$ cat src/design/pwr_seq_pkg.sv
package pwr_seq_pkg;
  // Clock rate and button timing.
  localparam int unsigned CLK_KHZ     = 250_000;
  localparam int unsigned BTN_MIN_MS  = 36;
  localparam int unsigned BTN_TYP_MS  = 30;
  localparam int unsigned BTN_MIN_CYC = BTN_MIN_MS * CLK_KHZ;
  localparam int unsigned BTN_TYP_CYC = BTN_TYP_MS * CLK_KHZ;
  localparam int          DBN_CNT_W   = 24;

  // External load switches and their rail groups.
  localparam int NUM_SW = 12;
  localparam int GRP_W  = 2;
  typedef enum logic [1:0] {
    GRP_A    = 2'h0,
    GRP_U    = 2'h1,
    GRP_S    = 2'h2,
    GRP_NONE = 2'h3
  } rail_grp_t;

  // Soft-start step length comes from the factory settings.
  localparam int RAMP_W = 16;

  typedef enum logic [2:0] {
    ST_OFF    = 3'h0,
    ST_A_RAMP = 3'h1,
    ST_A_ON   = 3'h2,
    ST_U_RAMP = 3'h3,
    ST_U_ON   = 3'h4,
    ST_S_RAMP = 3'h5,
    ST_S_ON   = 3'h6
  } pwr_state_t;

  // Synchronised pin inputs, by bit position.
  localparam int                SYNC_W    = 8;
  localparam int                SY_DEEP   = 0;
  localparam int                SY_STBY   = 1;
  localparam int                SY_THERM  = 2;
  localparam int                SY_PLT    = 3;
  localparam int                SY_ACK    = 4;
  localparam int                SY_CHIPEN = 5;
  localparam int                SY_PIN8   = 6;
  localparam int                SY_BTN    = 7;
  localparam logic [SYNC_W-1:0] SYNC_RST  = 8'h8f;

  // Interrupt sources.
  localparam int IRQ_W     = 4;
  localparam int IRQ_THERM = 0;
  localparam int IRQ_PRESS = 1;
  localparam int IRQ_ACK   = 2;
  localparam int IRQ_PGOOD = 3;

  // General-purpose pins and their alternate functions.
  localparam int GPIO_W     = 15;
  localparam int PIN_SLEEP  = 8;
  localparam int PIN_MEMSEL = 9;
  localparam int PIN_PANEL  = 13;
  localparam int PIN_BLIGHT = 14;
  localparam int ALT_W      = 4;
  localparam int ALT_SLEEP  = 0;
  localparam int ALT_MEMSEL = 1;
  localparam int ALT_PANEL  = 2;
  localparam int ALT_BLIGHT = 3;
endpackage

$ cat src/design/button_if.sv
`timescale 1ns/1ps
interface button_if;
  logic raw_n;
  logic pressed;
  logic level_n;
  modport dbn (input raw_n, output pressed, output level_n);
  modport ctl (output raw_n, input pressed, input level_n);
endinterface

$ cat src/design/power_sequencing_control.sv
`timescale 1ns/1ps
module power_sequencing_control #(
  parameter int unsigned BTN_MIN_CYC = pwr_seq_pkg::BTN_MIN_CYC,
  parameter int unsigned BTN_TYP_CYC = pwr_seq_pkg::BTN_TYP_CYC
) (
  input  wire logic                                        i_clk,
  input  wire logic                                        i_rst,
  input  wire logic                                        i_power_button_in_n,
  input  wire logic                                        i_chip_power_enable_in,
  input  wire logic                                        i_deep_sleep_state_n,
  input  wire logic                                        i_standby_state_n,
  input  wire logic                                        i_thermal_trip_in_n,
  input  wire logic                                        i_platform_reset_n,
  input  wire logic                                        i_suspend_powerdown_ack,
  input  wire logic                                        i_voltage_control_alert_req,
  input  wire logic [pwr_seq_pkg::IRQ_W-1:0]               i_irq_mask,
  input  wire logic [pwr_seq_pkg::IRQ_W-1:0]               i_irq_clear,
  input  wire logic [pwr_seq_pkg::NUM_SW*pwr_seq_pkg::GRP_W-1:0] i_otp_switch_group,
  input  wire logic [pwr_seq_pkg::RAMP_W-1:0]              i_otp_ramp_cycles,
  input  wire logic                                        i_otp_memory_rail_select,
  input  wire logic [pwr_seq_pkg::ALT_W-1:0]               i_gpio_alt_sel,
  input  wire logic [pwr_seq_pkg::GPIO_W-1:0]              i_gpio_in,
  input  wire logic [pwr_seq_pkg::GPIO_W-1:0]              i_gpio_sw_out,
  input  wire logic [pwr_seq_pkg::GPIO_W-1:0]              i_gpio_sw_oe,
  output logic                                             o_debounced_button_out_n,
  output logic                                             o_rail_a_enable,
  output logic                                             o_rail_u_enable,
  output logic                                             o_rail_s_enable,
  output logic                                             o_core_power_good,
  output logic                                             o_memory_power_good,
  output logic                                             o_memory_power_good_oe,
  output logic                                             o_irq,
  output logic [pwr_seq_pkg::IRQ_W-1:0]                    o_irq_pending,
  output logic                                             o_voltage_control_alert_n,
  output logic                                             o_voltage_control_alert_n_oe,
  output logic [pwr_seq_pkg::NUM_SW-1:0]                   o_external_switch_enable,
  output logic [pwr_seq_pkg::NUM_SW-1:0]                   o_external_switch_enable_oe,
  output logic [pwr_seq_pkg::GPIO_W-1:0]                   o_gpio_out,
  output logic [pwr_seq_pkg::GPIO_W-1:0]                   o_gpio_oe
);
  import pwr_seq_pkg::*;

  logic [SYNC_W-1:0]       meta_q;
  logic [SYNC_W-1:0]       sync_q;
  logic [SYNC_W-1:0]       prev_q;
  logic                    deep_on;
  logic                    stby_on;
  logic                    therm;
  logic                    plt_rst;
  logic                    sleep_req;
  logic [NUM_SW*GRP_W-1:0] otp_grp_q;
  logic [RAMP_W-1:0]       otp_ramp_q;
  logic                    otp_memsel_q;
  pwr_state_t              state_q;
  pwr_state_t              state_d;
  logic [RAMP_W-1:0]       ramp_q;
  logic                    rail_a_d;
  logic                    rail_u_d;
  logic                    rail_s_d;
  logic                    core_pg_d;
  logic                    mem_pg_d;
  logic                    rail_a_q;
  logic                    rail_u_q;
  logic                    rail_s_q;
  logic                    core_pg_q;
  logic                    mem_pg_oe_q;
  logic [IRQ_W-1:0]        event_d;
  logic [IRQ_W-1:0]        pend_q;
  logic                    irq_q;
  logic                    alert_oe_q;
  logic                    od_low_q;
  logic [NUM_SW-1:0]       sw_oe_q;
  logic [GPIO_W-1:0]       gpio_out_d;
  logic [GPIO_W-1:0]       gpio_oe_d;
  logic [GPIO_W-1:0]       gpio_out_q;
  logic [GPIO_W-1:0]       gpio_oe_q;

  button_if btn ();

  button_debouncer #(
    .MIN_CYC (BTN_MIN_CYC),
    .TYP_CYC (BTN_TYP_CYC)
  ) u_debouncer (
    .i_clk (i_clk),
    .i_rst (i_rst),
    .btn   (btn.dbn)
  );

  // Every pin input crosses two flops before any logic looks at it.
  always_ff @(posedge i_clk) begin
    if (i_rst) begin
      meta_q <= SYNC_RST;
      sync_q <= SYNC_RST;
      prev_q <= SYNC_RST;
    end else begin
      meta_q <= {i_power_button_in_n, i_gpio_in[PIN_SLEEP], i_chip_power_enable_in,
                 i_suspend_powerdown_ack, i_platform_reset_n, i_thermal_trip_in_n,
                 i_standby_state_n, i_deep_sleep_state_n};
      sync_q <= meta_q;
      prev_q <= sync_q;
    end
  end

  assign btn.raw_n = sync_q[SY_BTN];
  assign deep_on   = sync_q[SY_DEEP];
  assign stby_on   = sync_q[SY_STBY];
  assign therm     = !sync_q[SY_THERM];
  assign plt_rst   = !sync_q[SY_PLT];
  assign sleep_req = i_gpio_alt_sel[ALT_SLEEP] && sync_q[SY_PIN8];

  // Factory settings are caught while reset is held and kept from then on.
  always_ff @(posedge i_clk) begin
    if (i_rst) begin
      otp_grp_q    <= i_otp_switch_group;
      otp_ramp_q   <= i_otp_ramp_cycles;
      otp_memsel_q <= i_otp_memory_rail_select;
    end
  end

  always_comb begin
    state_d = state_q;
    unique case (state_q)
      ST_OFF: begin
        if (btn.pressed || sync_q[SY_CHIPEN]) begin
          state_d = ST_A_RAMP;
        end
      end
      ST_A_RAMP: begin
        if (ramp_q == '0) begin
          state_d = ST_A_ON;
        end
      end
      ST_A_ON: begin
        if (deep_on) begin
          state_d = ST_U_RAMP;
        end
      end
      ST_U_RAMP, ST_U_ON: begin
        if (!deep_on) begin
          state_d = ST_A_ON;
        end else if (state_q == ST_U_RAMP && ramp_q == '0) begin
          state_d = ST_U_ON;
        end else if (state_q == ST_U_ON && stby_on && !sleep_req) begin
          state_d = ST_S_RAMP;
        end
      end
      ST_S_RAMP, ST_S_ON: begin
        if (!deep_on) begin
          state_d = ST_A_ON;
        end else if (!stby_on || sleep_req) begin
          state_d = ST_U_ON;
        end else if (state_q == ST_S_RAMP && ramp_q == '0) begin
          state_d = ST_S_ON;
        end
      end
      default: begin
        state_d = ST_OFF;
      end
    endcase
    // A platform reset restarts the sleep-state sequence but keeps A rails up.
    if (plt_rst && state_d != ST_OFF && state_d != ST_A_RAMP) begin
      state_d = ST_A_ON;
    end
    if (therm) begin
      state_d = ST_OFF;
    end
  end

  always_ff @(posedge i_clk) begin
    if (i_rst) begin
      state_q <= ST_OFF;
    end else begin
      state_q <= state_d;
    end
  end

  // Each step waits the factory soft-start length from its entry.
  always_ff @(posedge i_clk) begin
    if (i_rst) begin
      ramp_q <= '0;
    end else if (state_d != state_q) begin
      ramp_q <= otp_ramp_q;
    end else if (ramp_q != '0) begin
      ramp_q <= ramp_q - RAMP_W'(1);
    end
  end

  assign rail_a_d  = state_d != ST_OFF;
  assign rail_u_d  = state_d inside {ST_U_RAMP, ST_U_ON, ST_S_RAMP, ST_S_ON};
  assign rail_s_d  = state_d inside {ST_S_RAMP, ST_S_ON};
  assign core_pg_d = state_d == ST_S_ON;
  assign mem_pg_d  = state_d inside {ST_U_ON, ST_S_RAMP, ST_S_ON};

  always_ff @(posedge i_clk) begin
    if (i_rst) begin
      rail_a_q  <= 1'b0;
      rail_u_q  <= 1'b0;
      rail_s_q  <= 1'b0;
      core_pg_q <= 1'b0;
      mem_pg_oe_q <= 1'b1;
    end else begin
      rail_a_q  <= rail_a_d;
      rail_u_q  <= rail_u_d;
      rail_s_q  <= rail_s_d;
      core_pg_q <= core_pg_d;
      mem_pg_oe_q <= !mem_pg_d;
    end
  end

  // A switch is released to turn its load on and pulled low otherwise.
  for (genvar i = 0; i < NUM_SW; i++) begin : g_sw
    rail_grp_t grp;
    logic      on;
    assign grp = rail_grp_t'(otp_grp_q[i*GRP_W +: GRP_W]);
    assign on  = (grp == GRP_A && rail_a_d) || (grp == GRP_U && rail_u_d) ||
                 (grp == GRP_S && rail_s_d);
    always_ff @(posedge i_clk) begin
      if (i_rst) begin
        sw_oe_q[i] <= 1'b1;
      end else begin
        sw_oe_q[i] <= !on;
      end
    end
  end

  assign event_d[IRQ_THERM] = therm && sync_q[SY_THERM] != prev_q[SY_THERM];
  assign event_d[IRQ_PRESS] = btn.pressed;
  assign event_d[IRQ_ACK]   = sync_q[SY_ACK] && !prev_q[SY_ACK];
  assign event_d[IRQ_PGOOD] = core_pg_d && !core_pg_q;

  // A new event beats a clear in the same cycle.
  always_ff @(posedge i_clk) begin
    if (i_rst || plt_rst) begin
      pend_q <= '0;
      irq_q  <= 1'b0;
    end else begin
      pend_q <= (pend_q & ~i_irq_clear) | event_d;
      irq_q  <= |(pend_q & ~i_irq_mask);
    end
  end

  always_ff @(posedge i_clk) begin
    if (i_rst) begin
      alert_oe_q <= 1'b0;
      od_low_q   <= 1'b0;
    end else begin
      alert_oe_q <= i_voltage_control_alert_req;
      od_low_q   <= 1'b0;
    end
  end

  always_comb begin
    gpio_out_d = i_gpio_sw_out;
    gpio_oe_d  = i_gpio_sw_oe;
    if (i_gpio_alt_sel[ALT_SLEEP]) begin
      gpio_oe_d[PIN_SLEEP] = 1'b0;
    end
    if (i_gpio_alt_sel[ALT_MEMSEL]) begin
      gpio_out_d[PIN_MEMSEL] = otp_memsel_q;
      gpio_oe_d[PIN_MEMSEL]  = 1'b1;
    end
    if (i_gpio_alt_sel[ALT_PANEL]) begin
      gpio_out_d[PIN_PANEL] = core_pg_d;
      gpio_oe_d[PIN_PANEL]  = 1'b1;
    end
    if (i_gpio_alt_sel[ALT_BLIGHT]) begin
      gpio_out_d[PIN_BLIGHT] = core_pg_d;
      gpio_oe_d[PIN_BLIGHT]  = 1'b1;
    end
  end

  always_ff @(posedge i_clk) begin
    if (i_rst) begin
      gpio_out_q <= '0;
      gpio_oe_q  <= '0;
    end else begin
      gpio_out_q <= gpio_out_d;
      gpio_oe_q  <= gpio_oe_d;
    end
  end

  assign o_debounced_button_out_n     = btn.level_n;
  assign o_rail_a_enable              = rail_a_q;
  assign o_rail_u_enable              = rail_u_q;
  assign o_rail_s_enable              = rail_s_q;
  assign o_core_power_good            = core_pg_q;
  assign o_memory_power_good          = od_low_q;
  assign o_memory_power_good_oe       = mem_pg_oe_q;
  assign o_irq                        = irq_q;
  assign o_irq_pending                = pend_q;
  assign o_voltage_control_alert_n    = od_low_q;
  assign o_voltage_control_alert_n_oe = alert_oe_q;
  assign o_external_switch_enable     = {NUM_SW{od_low_q}};
  assign o_external_switch_enable_oe  = sw_oe_q;
  assign o_gpio_out                   = gpio_out_q;
  assign o_gpio_oe                    = gpio_oe_q;
endmodule

$ cat src/design/button_debouncer.sv
`timescale 1ns/1ps
module button_debouncer #(
  parameter int unsigned MIN_CYC = pwr_seq_pkg::BTN_MIN_CYC,
  parameter int unsigned TYP_CYC = pwr_seq_pkg::BTN_TYP_CYC
) (
  input  wire logic i_clk,
  input  wire logic i_rst,
  button_if.dbn     btn
);
  import pwr_seq_pkg::*;

  localparam logic [DBN_CNT_W-1:0] MIN_C = DBN_CNT_W'(MIN_CYC);
  localparam logic [DBN_CNT_W-1:0] TYP_C = DBN_CNT_W'(TYP_CYC);

  logic [DBN_CNT_W-1:0] held_q;
  logic                 level_n_q;
  logic                 pressed_q;

  // Saturating at the long threshold keeps the press pulse to one per press.
  always_ff @(posedge i_clk) begin
    if (i_rst) begin
      held_q <= '0;
    end else if (btn.raw_n) begin
      held_q <= '0;
    end else if (held_q != MIN_C) begin
      held_q <= held_q + DBN_CNT_W'(1);
    end
  end

  // Release is passed on at once; only the press is filtered.
  always_ff @(posedge i_clk) begin
    if (i_rst) begin
      level_n_q <= 1'b1;
    end else if (btn.raw_n) begin
      level_n_q <= 1'b1;
    end else if (held_q == TYP_C - DBN_CNT_W'(1)) begin
      level_n_q <= 1'b0;
    end
  end

  always_ff @(posedge i_clk) begin
    if (i_rst) begin
      pressed_q <= 1'b0;
    end else begin
      pressed_q <= !btn.raw_n && (held_q == MIN_C - DBN_CNT_W'(1));
    end
  end

  assign btn.level_n = level_n_q;
  assign btn.pressed = pressed_q;
endmodule

$ cat config.mk
export PLATFORM = sky130hd
export DESIGN_NAME = power_sequencing_control
export DESIGN_NICKNAME = d
export VERILOG_FILES = /design/src/design/pwr_seq_pkg.sv /design/src/design/button_if.sv /design/src/design/power_sequencing_control.sv /design/src/design/button_debouncer.sv
export SDC_FILE = /design/constraint.sdc
export NUM_CORES = 1
export LEC_CHECK = 0
export ABC_AREA = 1
export BUFFER_PORTS_ARGS = -buffer_cell sky130_fd_sc_hd__buf_4
export CORE_UTILIZATION = 40
export CTS_CLUSTER_DIAMETER = 40
export DETAILED_ROUTE_END_ITERATION = 12
export SLEW_MARGIN = 20
export SYNTH_ARGS = -nofsm -noshare
export SYNTH_HDL_FRONTEND = slang
export SYNTH_HIERARCHICAL = 1
export SYNTH_SLANG_ARGS = --single-unit
$ cat constraint.sdc
create_clock -name i_clk -period 3.1 [get_ports i_clk]
set_input_delay 0.62 -clock i_clk [delete_from_list [all_inputs] [get_ports i_clk]]
set_output_delay 0.62 -clock i_clk [all_outputs]
set_load 0.03 [all_outputs]
* Word level (Yosys, flattened, before mapping)
Index checks and enable logic that the tools add are counted.
Storage, ports and cells: word-level logic and storage cells 221, register bits after elaboration 160, output and inout bits 68
Operators by class: eq/ne operators 40, bitwise logic cells 5, reductions and logical operators 120, add/subtract/negate cells 2, mux-type cells 20
Operators by type and width (number):
- $logic_and 1x1->1 | 47
- $mux 3 | 11
- $mux 16 | 2
- $logic_or 1x1->1 | 27
- $add 24x1->24 const B | 1
- $eq 2x1->1 const B | 12
- $eq 2x2->1 const B | 12
- $eq 24x23->1 const B | 1
- $eq 24x24->1 const B | 1
- $logic_not 2->1 | 12
- $ne 24x24->1 const B | 1
- $logic_not 1->1 | 20
- $eq 3x3->1 const B | 6
- $logic_not 16->1 | 1
- $reduce_bool 16->1 | 1
- $sub 16x1->16 const B | 1
- $pmux 3 s5 | 1
- $eq 3x2->1 const B | 3
- $reduce_bool 3->1 | 3
- $and 4x4->4 | 2
- $not 4->4 | 2
- $reduce_or 2->1 | 4
- $mux 1 | 6
- $or 4x4->4 | 1
- 8 further kinds | 9

* Logic depth before layout (Yosys ltp)
Gate-level depths: netlist of the first run.
depth after elaboration 18, gate-level depth with buffers 19, mapped depth without buffers 18

* Hierarchy
Netlist of the first run, hierarchy kept.
Modules (own cells, without submodules):
- power_sequencing_control | cells an instance 565, instances 1, area each 5126.2 µm²
- button_debouncer | cells an instance 232, instances 1, area each 1502.7 µm²

* Worst setup path before layout of the first run
Ideal clock, no wire load.
path type flip-flop to flip-flop, start reg ramp_q[0], end reg ramp_q[6], setup slack 0.951 ns, data required time 2.975 ns, period minus slack after synthesis 2.149 ns, setup time 0.125 ns, stages on the path, launching flop included 18, data arrival time 2.023 ns, path buffers 1, cell sequence dfxtp_1 inv_1 ha_1 nand2_2 nor2_1 nand3_1 nand2_1 a21oi_1 o211ai_2 nand2_2 nand2_2 nand2_4 nand2_4 nor2_8 buf_6 nand2_1 o21ai_2 nor2_2
On the way: cells in the longest elaborated chain, start to end 13
Ends and longest elaborated chain:
- start, declared | RTL line power_sequencing_control.sv:56 | logic [RAMP_W-1:0] ramp_q;
- start signal, assigned | RTL line power_sequencing_control.sv:182 | ramp_q <= otp_ramp_q;
- start signal, assigned | RTL line power_sequencing_control.sv:184 | ramp_q <= ramp_q - RAMP_W'(1);
- $logic_not 16->1 | RTL line power_sequencing_control.sv:129, power_sequencing_control.sv:141, power_sequencing_control.sv:152
- $logic_and 1x1->1 | RTL line power_sequencing_control.sv:152 | end else if (state_q == ST_S_RAMP && ramp_q == '0) begin
- $mux 3 | RTL line power_sequencing_control.sv:152
- $mux 3 | RTL line power_sequencing_control.sv:150 | end else if (!stby_on || sleep_req) begin
- $mux 3 | RTL line power_sequencing_control.sv:148 | if (!deep_on) begin
- $pmux 3 s5 | RTL line power_sequencing_control.sv:122 | unique case (state_q)
- $reduce_bool 3->1 | RTL line power_sequencing_control.sv:161 | if (plt_rst && state_d != ST_OFF && state_d != ST_A_RAMP) begin
- $logic_and 1x1->1 (2 in a row) | RTL line power_sequencing_control.sv:161
- $mux 3 | RTL line power_sequencing_control.sv:161
- $mux 3 | RTL line power_sequencing_control.sv:164 | if (therm) begin
- $ne 3x3->1 | RTL line power_sequencing_control.sv:181 | end else if (state_d != state_q) begin
- $mux 16 or $reduce_bool 2->1 (tied branches)
Parallel ways exist; a longest one is shown, timed or not. The select of a mux whose other input is x is not followed. A chain may end at the register's enable or synchronous reset.

* Final worst setup path of the first run
start reg ramp_q[0], end reg ramp_q[0]
The elaborated chain is that of the path after synthesis.

==> results of run 1 <==
cells in the mapped netlist (2+ instances only):
master / instances
sky130_fd_sc_hd__a21oi_2: 5
sky130_fd_sc_hd__xor2_1: 11
sky130_fd_sc_hd__buf_6: 2
sky130_fd_sc_hd__nand4_1: 14
sky130_fd_sc_hd__o21ai_0: 18
sky130_fd_sc_hd__nand3_2: 5
sky130_fd_sc_hd__a21oi_1: 39
sky130_fd_sc_hd__clkbuf_1: 10
sky130_fd_sc_hd__ha_1: 3
sky130_fd_sc_hd__nand3_1: 51
sky130_fd_sc_hd__xnor2_1: 4
sky130_fd_sc_hd__o21ai_1: 4
sky130_fd_sc_hd__nor2_4: 9
sky130_fd_sc_hd__buf_4: 15
sky130_fd_sc_hd__nand2_4: 3
sky130_fd_sc_hd__nor3_1: 5
sky130_fd_sc_hd__inv_2: 6
sky130_fd_sc_hd__nand3b_1: 3
sky130_fd_sc_hd__o22ai_1: 4
sky130_fd_sc_hd__or2_2: 12
sky130_fd_sc_hd__edfxtp_1: 41
sky130_fd_sc_hd__nand2_1: 151
sky130_fd_sc_hd__dfxtp_1: 116
sky130_fd_sc_hd__nor2_2: 8
sky130_fd_sc_hd__inv_1: 98
sky130_fd_sc_hd__nand2_2: 20
sky130_fd_sc_hd__nor2_1: 128
sky130_fd_sc_hd__o21ai_2: 2
state kept, by name (all words and copies together), names as in the netlist, 2 cells and up:
name                         cells
state_q                          3
otp_ramp_q                      16
ramp_q                          16
prev_q                           2
sync_q                           8
o_gpio_oe                       15
o_gpio_out                      15
meta_q                           8
otp_grp_q                       24
o_external_switch_enable_oe     12
o_irq_pending                    4
u_debouncer/held_q              24
critical path: cells and delay by family (launching register included):
kind                     cells  cell delay (ns)
buffers and inverters        1             0.09
AO/OA/AOI/OAI                3             0.50
AND/OR/NAND/NOR             11             1.14
adder cells (fa/ha/maj)      1             0.23
flip-flops                   1             0.38
kinds of logic (layout without fill, tap and decap cells):
logic type	after synthesis	count (layout)	synth area share, %
compound gates	74	74	6.21
fa+ha+maj	3	3	0.566
flops	157	157	53.6
other cells	1	14	0.0566
simple gates	413	413	28.9
xor+xnor	15	15	1.98
buf+inv	134	290	8.70
stage by stage:
stage	hold slack (ns)	std cells	setup slack, ns	util [%]	area (sq um)
global route	0.341	1182	0.372	53.0	8520
finish	0.350	1182	0.643	53.0	8520
detailed placement	0.393	1150	0.597	49.3	7920
global placement	0.390	1150	0.607	49.3	7920
CTS	0.331	1182	0.637	53.0	8520
floorplan	0.388	810	0.951	-	6680
worst paths after layout:
kind,slack (ns),start,depth (start not counted),end
worst max-delay path,0.64,ramp_q[0],16,ramp_q[0]
worst min register to register,0.40,meta_q[4],2,sync_q[4]
worst max register to register,0.64,ramp_q[0],16,ramp_q[0]
worst min-delay path,0.35,i_gpio_alt_sel[0],2,o_gpio_oe[8]
power groups by stage:
stage                     combinational [uW]  clock, uW  sequential, uW
final                                   1120       2080            2390
after global routing                    1270       2220            2420
after CTS                               1130       2140            2390
after detailed placement                1130          0            2430
after global placement                  1110          0            2440
after floorplan                          801          0            2480
per-layer routing:
metal,wire length (um),global-route usage (%),share of wire [%]
met4,214,6.56,1.5
met5,0,0,0
met2,7300,29.9,50
met1,6370,21.5,44
met3,666,5.01,4.6
final cells by class:
class | count | area (sq um)
fill | 1513 | 7540
sequential | 157 | 3550
multi-input combinational | 519 | 2550
timing repair buffer | 152 | 1150
clock buffer | 18 | 450
inverter | 106 | 399
tap | 216 | 270
clock inverter | 14 | 144
==> impl_metrics.sql, run 1 <==
INSERT INTO impl_metrics (metric_group, metric, value, unit) VALUES
('clocking', 'clock-root-buffer', 'sky130_fd_sc_hd__clkbuf_16', ''),
('yosys', 'top_cells_by_area_synth', 'sky130_fd_sc_hd__dfxtp_1 35%, sky130_fd_sc_hd__edfxtp_1 19%, sky130_fd_sc_hd__nand2_1 8.6%', ''),
('timing', 'totalNegativeSetupSlack', '0', 'ns'),
('global_routing', 'grt_start_max_net_pins', '59', ''),
('clocking', 'clkTransAtPathRegs', '0.07', 'ns'),
('floorplanning', 'die_height', '131', 'um'),
('clocking', 'cts_hold_buf', '0', ''),
('pwr', 'switching_share', '29.9', '%'),
('route', 'dr_total_vias', '5322', ''),
('pwr', 'power_leakage', '0.00377', 'uW'),
('yosys', 'most_used_flip_flop_cell_after_synthesis', 'sky130_fd_sc_hd__dfxtp_1', ''),
('pwr', 'p_int', '3920', 'uW'),
('yosys', 'cell_taking_the_most_area_after_synthesis', 'sky130_fd_sc_hd__dfxtp_1', ''),
('clocking', 'post_cts.repair.setup_buffers', '0', ''),
('yosys', 'synth.top_cell.area_share', '35.0', '%'),
('timing', 'final-max-slew-violation-count', '0', ''),
('setup_path', 'cpMaxStageDelayCell', 'sky130_fd_sc_hd__dfxtp_1', ''),
('pwr', 'pwr-share-clk', '37.2', '%'),
('setup_path', 'worstSetupEndpointType', 'flop', ''),
('layout', 'layout-drive-gt1-share', '26.7', '%'),
('outcome', 'outcome', 'finished, final reports clean', ''),
('layout', 'most-common-layout-cells', '151 x sky130_fd_sc_hd__nand2_1, 151 x sky130_fd_sc_hd__buf_4, 128 x sky130_fd_sc_hd__nor2_1, 116 x sky130_fd_sc_hd__dfxtp_1, 98 x sky130_fd_sc_hd__inv_1', ''),
('yosys', 'synth_edf_count', '41', ''),
('clocking', 'clk-insertion-delay-late', '0.42', 'ns'),
('timing', 'unrepaired_setup_endpoints_after_global_routing', 'false', ''),
('floorplanning', 'core_area', '16100', 'sq um'),
('yosys', 'syn-instance-count', '797', ''),
('layout', 'num_antenna_cells', '0', ''),
('pwr', 'powerDensity', '657', 'nW/um^2'),
('yosys', 'ys_seq_area_share', '53.6', '%'),
('layout', 'areaGrowthSynthToFinish', '28.5', '%'),
('pwr', 'power_frac_comb', '20.0', '%'),
('layout', 'final_net_count', '1064', ''),
('floorplanning', 'pin_count', '176', ''),
('global_routing', 'first_global_vias', '4843', ''),
('job', 'max_cap_viol_count', '0', ''),
('min_path', 'worst_hold_path_type', 'input pin to flop', ''),
('setup_path', 'critical_path.cell_chain', 'inv_1, ha_1, nand2_2, nor2_1, nand3_1, nand2_1, a21oi_1, o211ai_2, nand2_2, nand2_2, nand2_4, nand2_4, nor2_8, o21ai_0, nand2_1, nor2_1', ''),
('timing', 'timing_hold_violations_final', '0', ''),
('clocking', 'htreeDepth', '4', ''),
('floorplanning', 'die-width', '131', 'um'),
('global_routing', 'grt_antenna_before_repair', '0', ''),
('setup_path', 'most_common_cell_on_crit_path', 'sky130_fd_sc_hd__nand2_2', ''),
('setup_path', 'critical_path.max_stage_delay', '0.38', 'ns'),
('route', 'antenna_left', '0', ''),
('route', 'wl_per_cell', '12.3', 'um'),
('yosys', 'avgSynthCellArea', '8.32', 'sq um'),
('pwr', 'total_power', '5600', 'uW'),
('route', 'firstDrtPassIters', '5', ''),
('clocking', 'cts_buffers', '17', ''),
('timing', 'layout_worst_path_cycle_share', '79.3', '%'),
('setup_path', 'timing_worst_setup_path_type', 'flop to flop', ''),
('clocking', 'tritoncts', 'done', ''),
('clocking', 'numClockSinks', '157', ''),
('route', 'postRouteWirelength', '14500', 'um'),
('route', 'drt_drc_violations_left', '0', ''),
('placement', 'gp_routability_congestion', '0.895', ''),
('placement', 'port-buffer-count', '147', ''),
('setup_path', 'cp_max_fo', '14', ''),
('timing', 'setup_violations', '0', ''),
('floorplanning', 'initial_core_utilization', '41.3', '%'),
('timing', 'min_period', '2.46', 'ns'),
('pwr', 'irDropWorstVdd', '0.397', 'mV'),
('timing', 'highest_clock_rate', '0.407', 'GHz'),
('global_routing', 'grt_pass1_wl', '23300', 'um'),
('clocking', 'cts_repair_resize_count', '0', ''),
('setup_path', 'critPathLaunchType', 'flop', ''),
('pwr', 'power.net_switching', '1670', 'uW'),
('floorplanning', 'std_cell_rows', '46', ''),
('setup_path', 'critical_path_arrival', '2.77', 'ns'),
('setup_path', 'cp.required', '3.42', 'ns');
Note: power is estimated with default switching activity, not from simulation.
==> run 2, diff against run 1 <==
--- a/config.mk
+++ b/config.mk
@@ -10,6 +10,7 @@
 export CORE_UTILIZATION = 40
 export CTS_CLUSTER_DIAMETER = 40
 export DETAILED_ROUTE_END_ITERATION = 12
+export PLACE_DENSITY = 0.66
 export SLEW_MARGIN = 20
 export SYNTH_ARGS = -nofsm -noshare
 export SYNTH_HDL_FRONTEND = slang
==> constraint.sdc (replaced) <==
create_clock -name i_clk -period 2 [get_ports i_clk]
set_input_delay 0.4 -clock i_clk [delete_from_list [all_inputs] [get_ports i_clk]]
set_output_delay 0.4 -clock i_clk [all_outputs]
set_load 0.03 [all_outputs]
==> impl_metrics.sql, run 2 (same netlist as run 1, synthesis figures left out) <==
INSERT INTO impl_metrics (metric_group, metric, value, unit) VALUES
('timing', 'worst_hold_slack', '0.135', 'ns'),
('setup_path', 'worst_r2r_startpoint', 'ramp_q[0]', ''),
('setup_path', 'cp_max_fo', '4', ''),
('route', 'detail_route.vias_per_cell', '4.60', ''),
('floorplanning', 'std_cell_rows', '46', ''),
('job', 'max_cap_viol_count', '0', ''),
('timing', 'totalNegativeSetupSlack', '-0.991', 'ns'),
('min_path', 'worst_hold_path_type', 'input pin to flop', ''),
('route', 'antenna_left', '0', ''),
('clocking', 'cts.path.max_buffers', '2', ''),
('timing', 'layout_worst_path_cycle_share', '104', '%'),
('layout', 'layoutNonFillerInstCount', '1237', ''),
('floorplanning', 'initial_core_utilization', '41.3', '%'),
('layout', 'areaGrowthSynthToFinish', '38.6', '%'),
('global_routing', 'groute.usage.overall', '19.0', '%'),
('placement', 'dpl.hpwl', '11200', 'um'),
('timing', 'final.setup_skew', '0.0119', 'ns'),
('layout', 'final_net_count', '1119', ''),
('min_path', 'hold_path_startpoint', 'i_otp_switch_group[10]', ''),
('floorplanning', 'die_height', '131', 'um'),
('layout', 'layout_commonest_cell', 'sky130_fd_sc_hd__buf_4', ''),
('route', 'wl_per_cell', '12.9', 'um'),
('global_routing', 'grt_antenna_before_repair', '0', ''),
('clocking', 'tritoncts', 'done', ''),
('route', 'detailedRoute.firstIterationViolations', '356', ''),
('timing', 'highest_clock_rate', '0.480', 'GHz'),
('floorplanning', 'die-area', '17100', 'sq um'),
('pwr', 'powerDensity', '1020', 'nW/um^2'),
('clocking', 'clkTransAtPathRegs', '0.07', 'ns'),
('setup_path', 'critical_path_arrival', '2.40', 'ns'),
('route', 'postRouteWirelength', '16000', 'um'),
('timing', 'setup_violations', '21', ''),
('timing', 'postLayoutSetupSlackWorst', '-0.0835', 'ns'),
('route', 'dr_total_vias', '5690', ''),
('floorplanning', 'pin_count', '176', ''),
('setup_path', 'critical_path.max_stage_delay', '0.32', 'ns'),
('setup_path', 'critPathLaunchType', 'flop', ''),
('layout', 'most-common-layout-cells', '199 x sky130_fd_sc_hd__buf_4, 143 x sky130_fd_sc_hd__nand2_1, 120 x sky130_fd_sc_hd__nor2_1, 106 x sky130_fd_sc_hd__dfxtp_1, 95 x sky130_fd_sc_hd__inv_1', ''),
('placement', 'dpl.cell_count', '1194', ''),
('layout', 'layout-drive-gt1-share', '35.6', '%'),
('layout', 'ff_latch_area', '3570', 'sq um'),
('placement', 'port-buffer-count', '147', ''),
('outcome', 'outcome', 'finished, violations left', ''),
('timing', 'unrepaired_setup_endpoints_after_global_routing', 'true', ''),
('global_routing', 'first_global_vias', '5296', ''),
('setup_path', 'most_common_cell_on_crit_path', 'sky130_fd_sc_hd__nand2_2', ''),
('pwr', 'irDropWorstVdd', '0.727', 'mV'),
('setup_path', 'worstSetupEndpointType', 'flop', ''),
('setup_path', 'timing_worst_setup_path_type', 'flop to flop', ''),
('timing', 'final-max-slew-violation-count', '0', ''),
('floorplanning', 'die-width', '131', 'um'),
('global_routing', 'grt_pass1_wl', '24600', 'um'),
('layout', 'n_fill_cell', '1452', ''),
('layout', 'reg_top3', 'otp_grp_q x24, u_debouncer/held_q x24', ''),
('layout', 'num_antenna_cells', '0', ''),
('pwr', 'total_power', '9370', 'uW'),
('placement', 'gp_routability_congestion', '0.933', ''),
('global_routing', 'grt_start_max_net_pins', '49', ''),
('clocking', 'cts_buffers', '17', ''),
('route', 'drt_drc_violations_left', '0', ''),
('route', 'firstDrtPassIters', '5', ''),
('clocking', 'cts_hold_buf', '0', ''),
('pwr', 'power_leakage', '0.00408', 'uW'),
('setup_path', 'critical_path.cell_chain', 'inv_2, ha_4, nand2_4, nor2_4, nand3_2, nand2_2, nand2_2, o211ai_2, nand2_2, buf_4, o21ai_4, buf_4, nand3_1, nand3_1, nand2_1', ''),
('clocking', 'clk-insertion-delay-late', '0.44', 'ns'),
('setup_path', 'cp.required', '2.32', 'ns'),
('clocking', 'numClockSinks', '157', ''),
('timing', 'min_period', '2.08', 'ns'),
('clocking', 'clock-root-buffer', 'sky130_fd_sc_hd__clkbuf_16', ''),
('layout', 'final_util', '57.2', '%'),
('setup_path', 'cpMaxStageDelayCell', 'sky130_fd_sc_hd__dfxtp_2', ''),
('floorplanning', 'core_area', '16100', 'sq um'),
('outcome', 'violations', 'negative setup slack', ''),
('setup_path', 'crit_start', 'ramp_q[0]', ''),
('clocking', 'htreeDepth', '4', ''),
('timing', 'timing_hold_violations_final', '0', ''),
('global_routing', 'globalRoute.totalOverflow', '0', ''),
('layout', 'multi_input_area', '2730', 'sq um');
run 2: cell count changes in the layout (fill, tap and decap cells not counted), moves of 9 or more:
cell,before,now
sky130_fd_sc_hd__a21oi_2,5,15
sky130_fd_sc_hd__nand3_1,51,42
sky130_fd_sc_hd__dfxtp_1,116,106
sky130_fd_sc_hd__dfxtp_2,0,10
sky130_fd_sc_hd__buf_4,151,199
sky130_fd_sc_hd__a21oi_1,39,29
run 2: final cells by class:
| cell class | count | area share [%] |
|---|---|---|
| Multi-Input combinational cell | 519 | 29.7 |
| Clock buffer | 18 | 4.78 |
| Sequential cell | 157 | 38.8 |
| Clock inverter | 14 | 1.55 |
| Tap cell | 216 | 2.94 |
| Inverter | 106 | 4.37 |
| Timing Repair Buffer | 207 | 17.8 |
run 2: critical path, delay by kind of cell (launching register included):
kind	cells	cell delay, ns
AO/OA/AOI/OAI	2	0.40
adder cells (fa/ha/maj)	1	0.14
buffers and inverters	3	0.39
flip-flops	1	0.32
AND/OR/NAND/NOR	9	0.72
run 2: worst paths after layout:
path | to | slack [ns] | cells past startpoint
worst max-delay path | o_external_switch_enable_oe[7] | -0.08 | 15
worst min-delay path | otp_grp_q[10] | 0.14 | 1
worst max register to register | o_external_switch_enable_oe[7] | -0.08 | 15
worst min register to register | sync_q[6] | 0.40 | 2
run 2: layer usage:
| layer | track usage [%] | vias to the layer above | wire, um |
|---|---|---|---|
| li1 | - | 2926 | - |
| met1 | 21.6 | 2626 | 6760 |
| met2 | 33.5 | 110 | 8340 |
| met3 | 4.19 | 28 | 513 |
| met4 | 9.60 | 0 | 372 |
| met5 | 0 | - | 0 |
run 2: through the flow:
| step | setup WS [ns] | area (sq um) |
|---|---|---|
| after floorplan | 0.00621 | 6700 |
| after global placement | -0.103 | 8310 |
| after detailed placement | -0.151 | 8310 |
| after CTS | -0.0669 | 8990 |
| after global routing | -0.228 | 9190 |
| final | -0.0835 | 9190 |
run 2: timing repair:
action | 4_1_cts | 5_1_grt
gates resized for setup | 8 | 49
endpoints found under the setup margin | 28 | 31
buffers inserted | 5 | 6
pin swaps | 1 | 30
hold endpoints to repair | 0 | 0
gates cloned | 1 | 0
run 2: power by group:
part           leakage, uW  total (uW)  switching [uW]  internal [uW]
Clock             0.000289        3180            1490           1690
Combinational      0.00243        2460            1280           1180
Sequential         0.00136        3730             185           3550
Total              0.00408        9370            2950           6420
==> run 3, diff against run 2 <==
--- a/config.mk
+++ b/config.mk
@@ -10,7 +10,7 @@
 export CORE_UTILIZATION = 40
 export CTS_CLUSTER_DIAMETER = 40
 export DETAILED_ROUTE_END_ITERATION = 12
-export PLACE_DENSITY = 0.66
+export PLACE_DENSITY = 0.68
 export SLEW_MARGIN = 20
 export SYNTH_ARGS = -nofsm -noshare
 export SYNTH_HDL_FRONTEND = slang
==> impl_metrics.sql, run 3 (same netlist as run 1, synthesis figures left out) <==
INSERT INTO impl_metrics (metric_group, metric, value, unit) VALUES
('outcome', 'outcome', 'finished, violations left', ''),
('outcome', 'violations', 'negative setup slack', ''),
('clocking', 'clkTransAtPathRegs', '0.07', 'ns'),
('route', 'detail_route.vias_per_cell', '4.61', ''),
('timing', 'totalNegativeSetupSlack', '-2.21', 'ns'),
('floorplanning', 'die-width', '131', 'um'),
('route', 'postRouteWirelength', '16100', 'um'),
('placement', 'detailedPlace.worstSlack', '-0.175', 'ns'),
('layout', 'layout_commonest_cell', 'sky130_fd_sc_hd__buf_4', ''),
('timing', 'final-max-slew-violation-count', '0', ''),
('timing', 'layout_worst_path_cycle_share', '107', '%'),
('setup_path', 'cp.required', '2.36', 'ns'),
('timing', 'max_transition_margin', '64.4', '%'),
('floorplanning', 'core_area', '16100', 'sq um'),
('timing', 'min_period', '2.13', 'ns'),
('pwr', 'power_leakage', '0.00419', 'uW'),
('global_routing', 'first_global_vias', '5431', ''),
('timing', 'unrepaired_setup_endpoints_after_global_routing', 'true', ''),
('setup_path', 'critical_path.cell_chain', 'inv_1, buf_4, a21oi_1, a21oi_4, nand3_2, nand2_4, buf_4, buf_6, nand3_2, nand2_4, nor2_4, nand4_1, a21oi_2', ''),
('setup_path', 'critical_path_arrival', '2.49', 'ns'),
('floorplanning', 'pin_count', '176', ''),
('setup_path', 'cpMaxStageDelayCell', 'sky130_fd_sc_hd__dfxtp_1', ''),
('floorplanning', 'initial_core_utilization', '41.3', '%'),
('timing', 'worst_pin_slew', '0.529', 'ns'),
('layout', 'n_fill_cell', '1412', ''),
('layout', 'num_antenna_cells', '0', ''),
('layout', 'fin_area', '9400', 'sq um'),
('route', 'dr_total_vias', '5745', ''),
('timing', 'final.setup_skew', '0.0119', 'ns'),
('setup_path', 'timing_worst_setup_path_type', 'flop to flop', ''),
('setup_path', 'cp_max_fo', '8', ''),
('job', 'max_cap_viol_count', '0', ''),
('min_path', 'worst_hold_path_type', 'input pin to flop', ''),
('route', 'detailedRoute.firstIterationViolations', '295', ''),
('global_routing', 'grt_antenna_before_repair', '0', ''),
('route', 'antenna_left', '0', ''),
('global_routing', 'globalRoute.totalOverflow', '0', ''),
('setup_path', 'path_buf_inv', '4', ''),
('global_routing', 'grt_start_max_net_pins', '39', ''),
('placement', 'port-buffer-count', '147', ''),
('timing', 'setup_violations', '29', ''),
('clocking', 'cts_buffers', '17', ''),
('layout', 'reg_top3', 'otp_grp_q x24, u_debouncer/held_q x24', ''),
('clocking', 'tritoncts', 'done', ''),
('global_routing', 'grt_pass1_wl', '25200', 'um'),
('floorplanning', 'die-area', '17100', 'sq um'),
('setup_path', 'critical_path.max_stage_delay', '0.40', 'ns'),
('route', 'wl_per_cell', '12.9', 'um'),
('timing', 'highest_clock_rate', '0.469', 'GHz'),
('placement', 'gp_routability_congestion', '0.895', ''),
('pwr', 'irDropWorstVdd', '0.611', 'mV'),
('setup_path', 'critical-path-top-delay-family', 'simple AND/OR/NAND/NOR gates', ''),
('pwr', 'powerDensity', '1020', 'nW/um^2'),
('setup_path', 'critPathLaunchType', 'flop', ''),
('route', 'drt_drc_violations_left', '0', ''),
('layout', 'most-common-layout-cells', '199 x sky130_fd_sc_hd__buf_4, 136 x sky130_fd_sc_hd__nand2_1, 119 x sky130_fd_sc_hd__nor2_1, 110 x sky130_fd_sc_hd__dfxtp_1, 94 x sky130_fd_sc_hd__inv_1', ''),
('placement', 'dpl.hpwl', '11200', 'um'),
('clocking', 'cts_hold_buf', '0', ''),
('route', 'firstDrtPassIters', '5', ''),
('floorplanning', 'std_cell_rows', '46', ''),
('clocking', 'numClockSinks', '157', ''),
('timing', 'timing_hold_violations_final', '0', ''),
('global_routing', 'groute.usage.overall', '19.3', '%'),
('timing', 'postLayoutSetupSlackWorst', '-0.131', 'ns'),
('layout', 'areaGrowthSynthToFinish', '41.8', '%'),
('clocking', 'cts.path.max_buffers', '2', ''),
('clocking', 'clk-insertion-delay-late', '0.43', 'ns'),
('layout', 'final_util', '58.5', '%'),
('clocking', 'clock-root-buffer', 'sky130_fd_sc_hd__clkbuf_16', ''),
('layout', 'layout-drive-gt1-share', '36.5', '%'),
('clocking', 'htreeDepth', '4', ''),
('layout', 'final_net_count', '1129', ''),
('floorplanning', 'die_height', '131', 'um'),
('setup_path', 'worstSetupEndpointType', 'flop', ''),
('placement', 'placed_area', '8340', 'sq um');
## run 3: cell count changes in the layout (fill, tap and decap cells not counted), moves of 3 or more
| cell | delta |
|---|---|
| sky130_fd_sc_hd__inv_4 | +3 |
| sky130_fd_sc_hd__dfxtp_2 | -4 |
| sky130_fd_sc_hd__a21oi_2 | -8 |
| sky130_fd_sc_hd__dfxtp_1 | +4 |
| sky130_fd_sc_hd__nand3_1 | -3 |
| sky130_fd_sc_hd__nand2_1 | -7 |
| sky130_fd_sc_hd__nand2_4 | +6 |
| sky130_fd_sc_hd__a21oi_1 | +7 |
| sky130_fd_sc_hd__buf_6 | +6 |
## run 3: layout make-up
| class | instances | area [sq um] | share of cell area [%] |
|---|---|---|---|
| well taps | 216 | 270 | 2.88 |
| clock inverters | 14 | 135 | 1.44 |
| repair buffers | 215 | 1740 | 18.5 |
| multi-input cells | 521 | 2840 | 30.2 |
| inverters | 106 | 407 | 4.33 |
| clock buffers | 18 | 450 | 4.79 |
| flip-flops and latches | 157 | 3560 | 37.9 |
## run 3: where the power goes
| group | total [uW] | switching (uW) | internal, uW |
|---|---|---|---|
| Combinational | 2650 | 1400 | 1250 |
| Clock | 3190 | 1460 | 1730 |
| Sequential | 3700 | 164 | 3540 |
## run 3: repair_timing
| item | in CTS | in global routing |
|---|---|---|
| buffers inserted | 6 | 10 |
| cloned | 2 | 1 |
| endpoints found under the setup margin | 30 | 32 |
| pin swaps | 11 | 18 |
| resized for setup | 25 | 54 |
## run 3: final timing paths
check	from	to	slack [ns]	cells past startpoint
worst max-delay path	state_q[0]	ramp_q[2]	-0.13	13
worst min-delay path	i_gpio_alt_sel[0]	o_gpio_oe[8]	0.13	2
worst max register to register	state_q[0]	ramp_q[2]	-0.13	13
worst min register to register	meta_q[2]	sync_q[2]	0.40	1
## run 3: layer usage
metal	track usage (%)	up-vias	share of wire (%)
met5	0	-	0
li1	-	2941	-
met1	22.6	2649	42
met2	33.7	125	53
met3	4.36	30	3.5
met4	8.25	0	2.0
## run 3: metrics by stage
step,power [uW],instances,hold WS [ns]
4_1_cts,9330,1236,0.111
6_report,9540,1247,0.131
2_1_floorplan,5120,810,0.388
3_5_place_dp,5950,1196,0.397
5_1_grt,10000,1247,0.111
3_3_place_gp,5920,1196,0.390
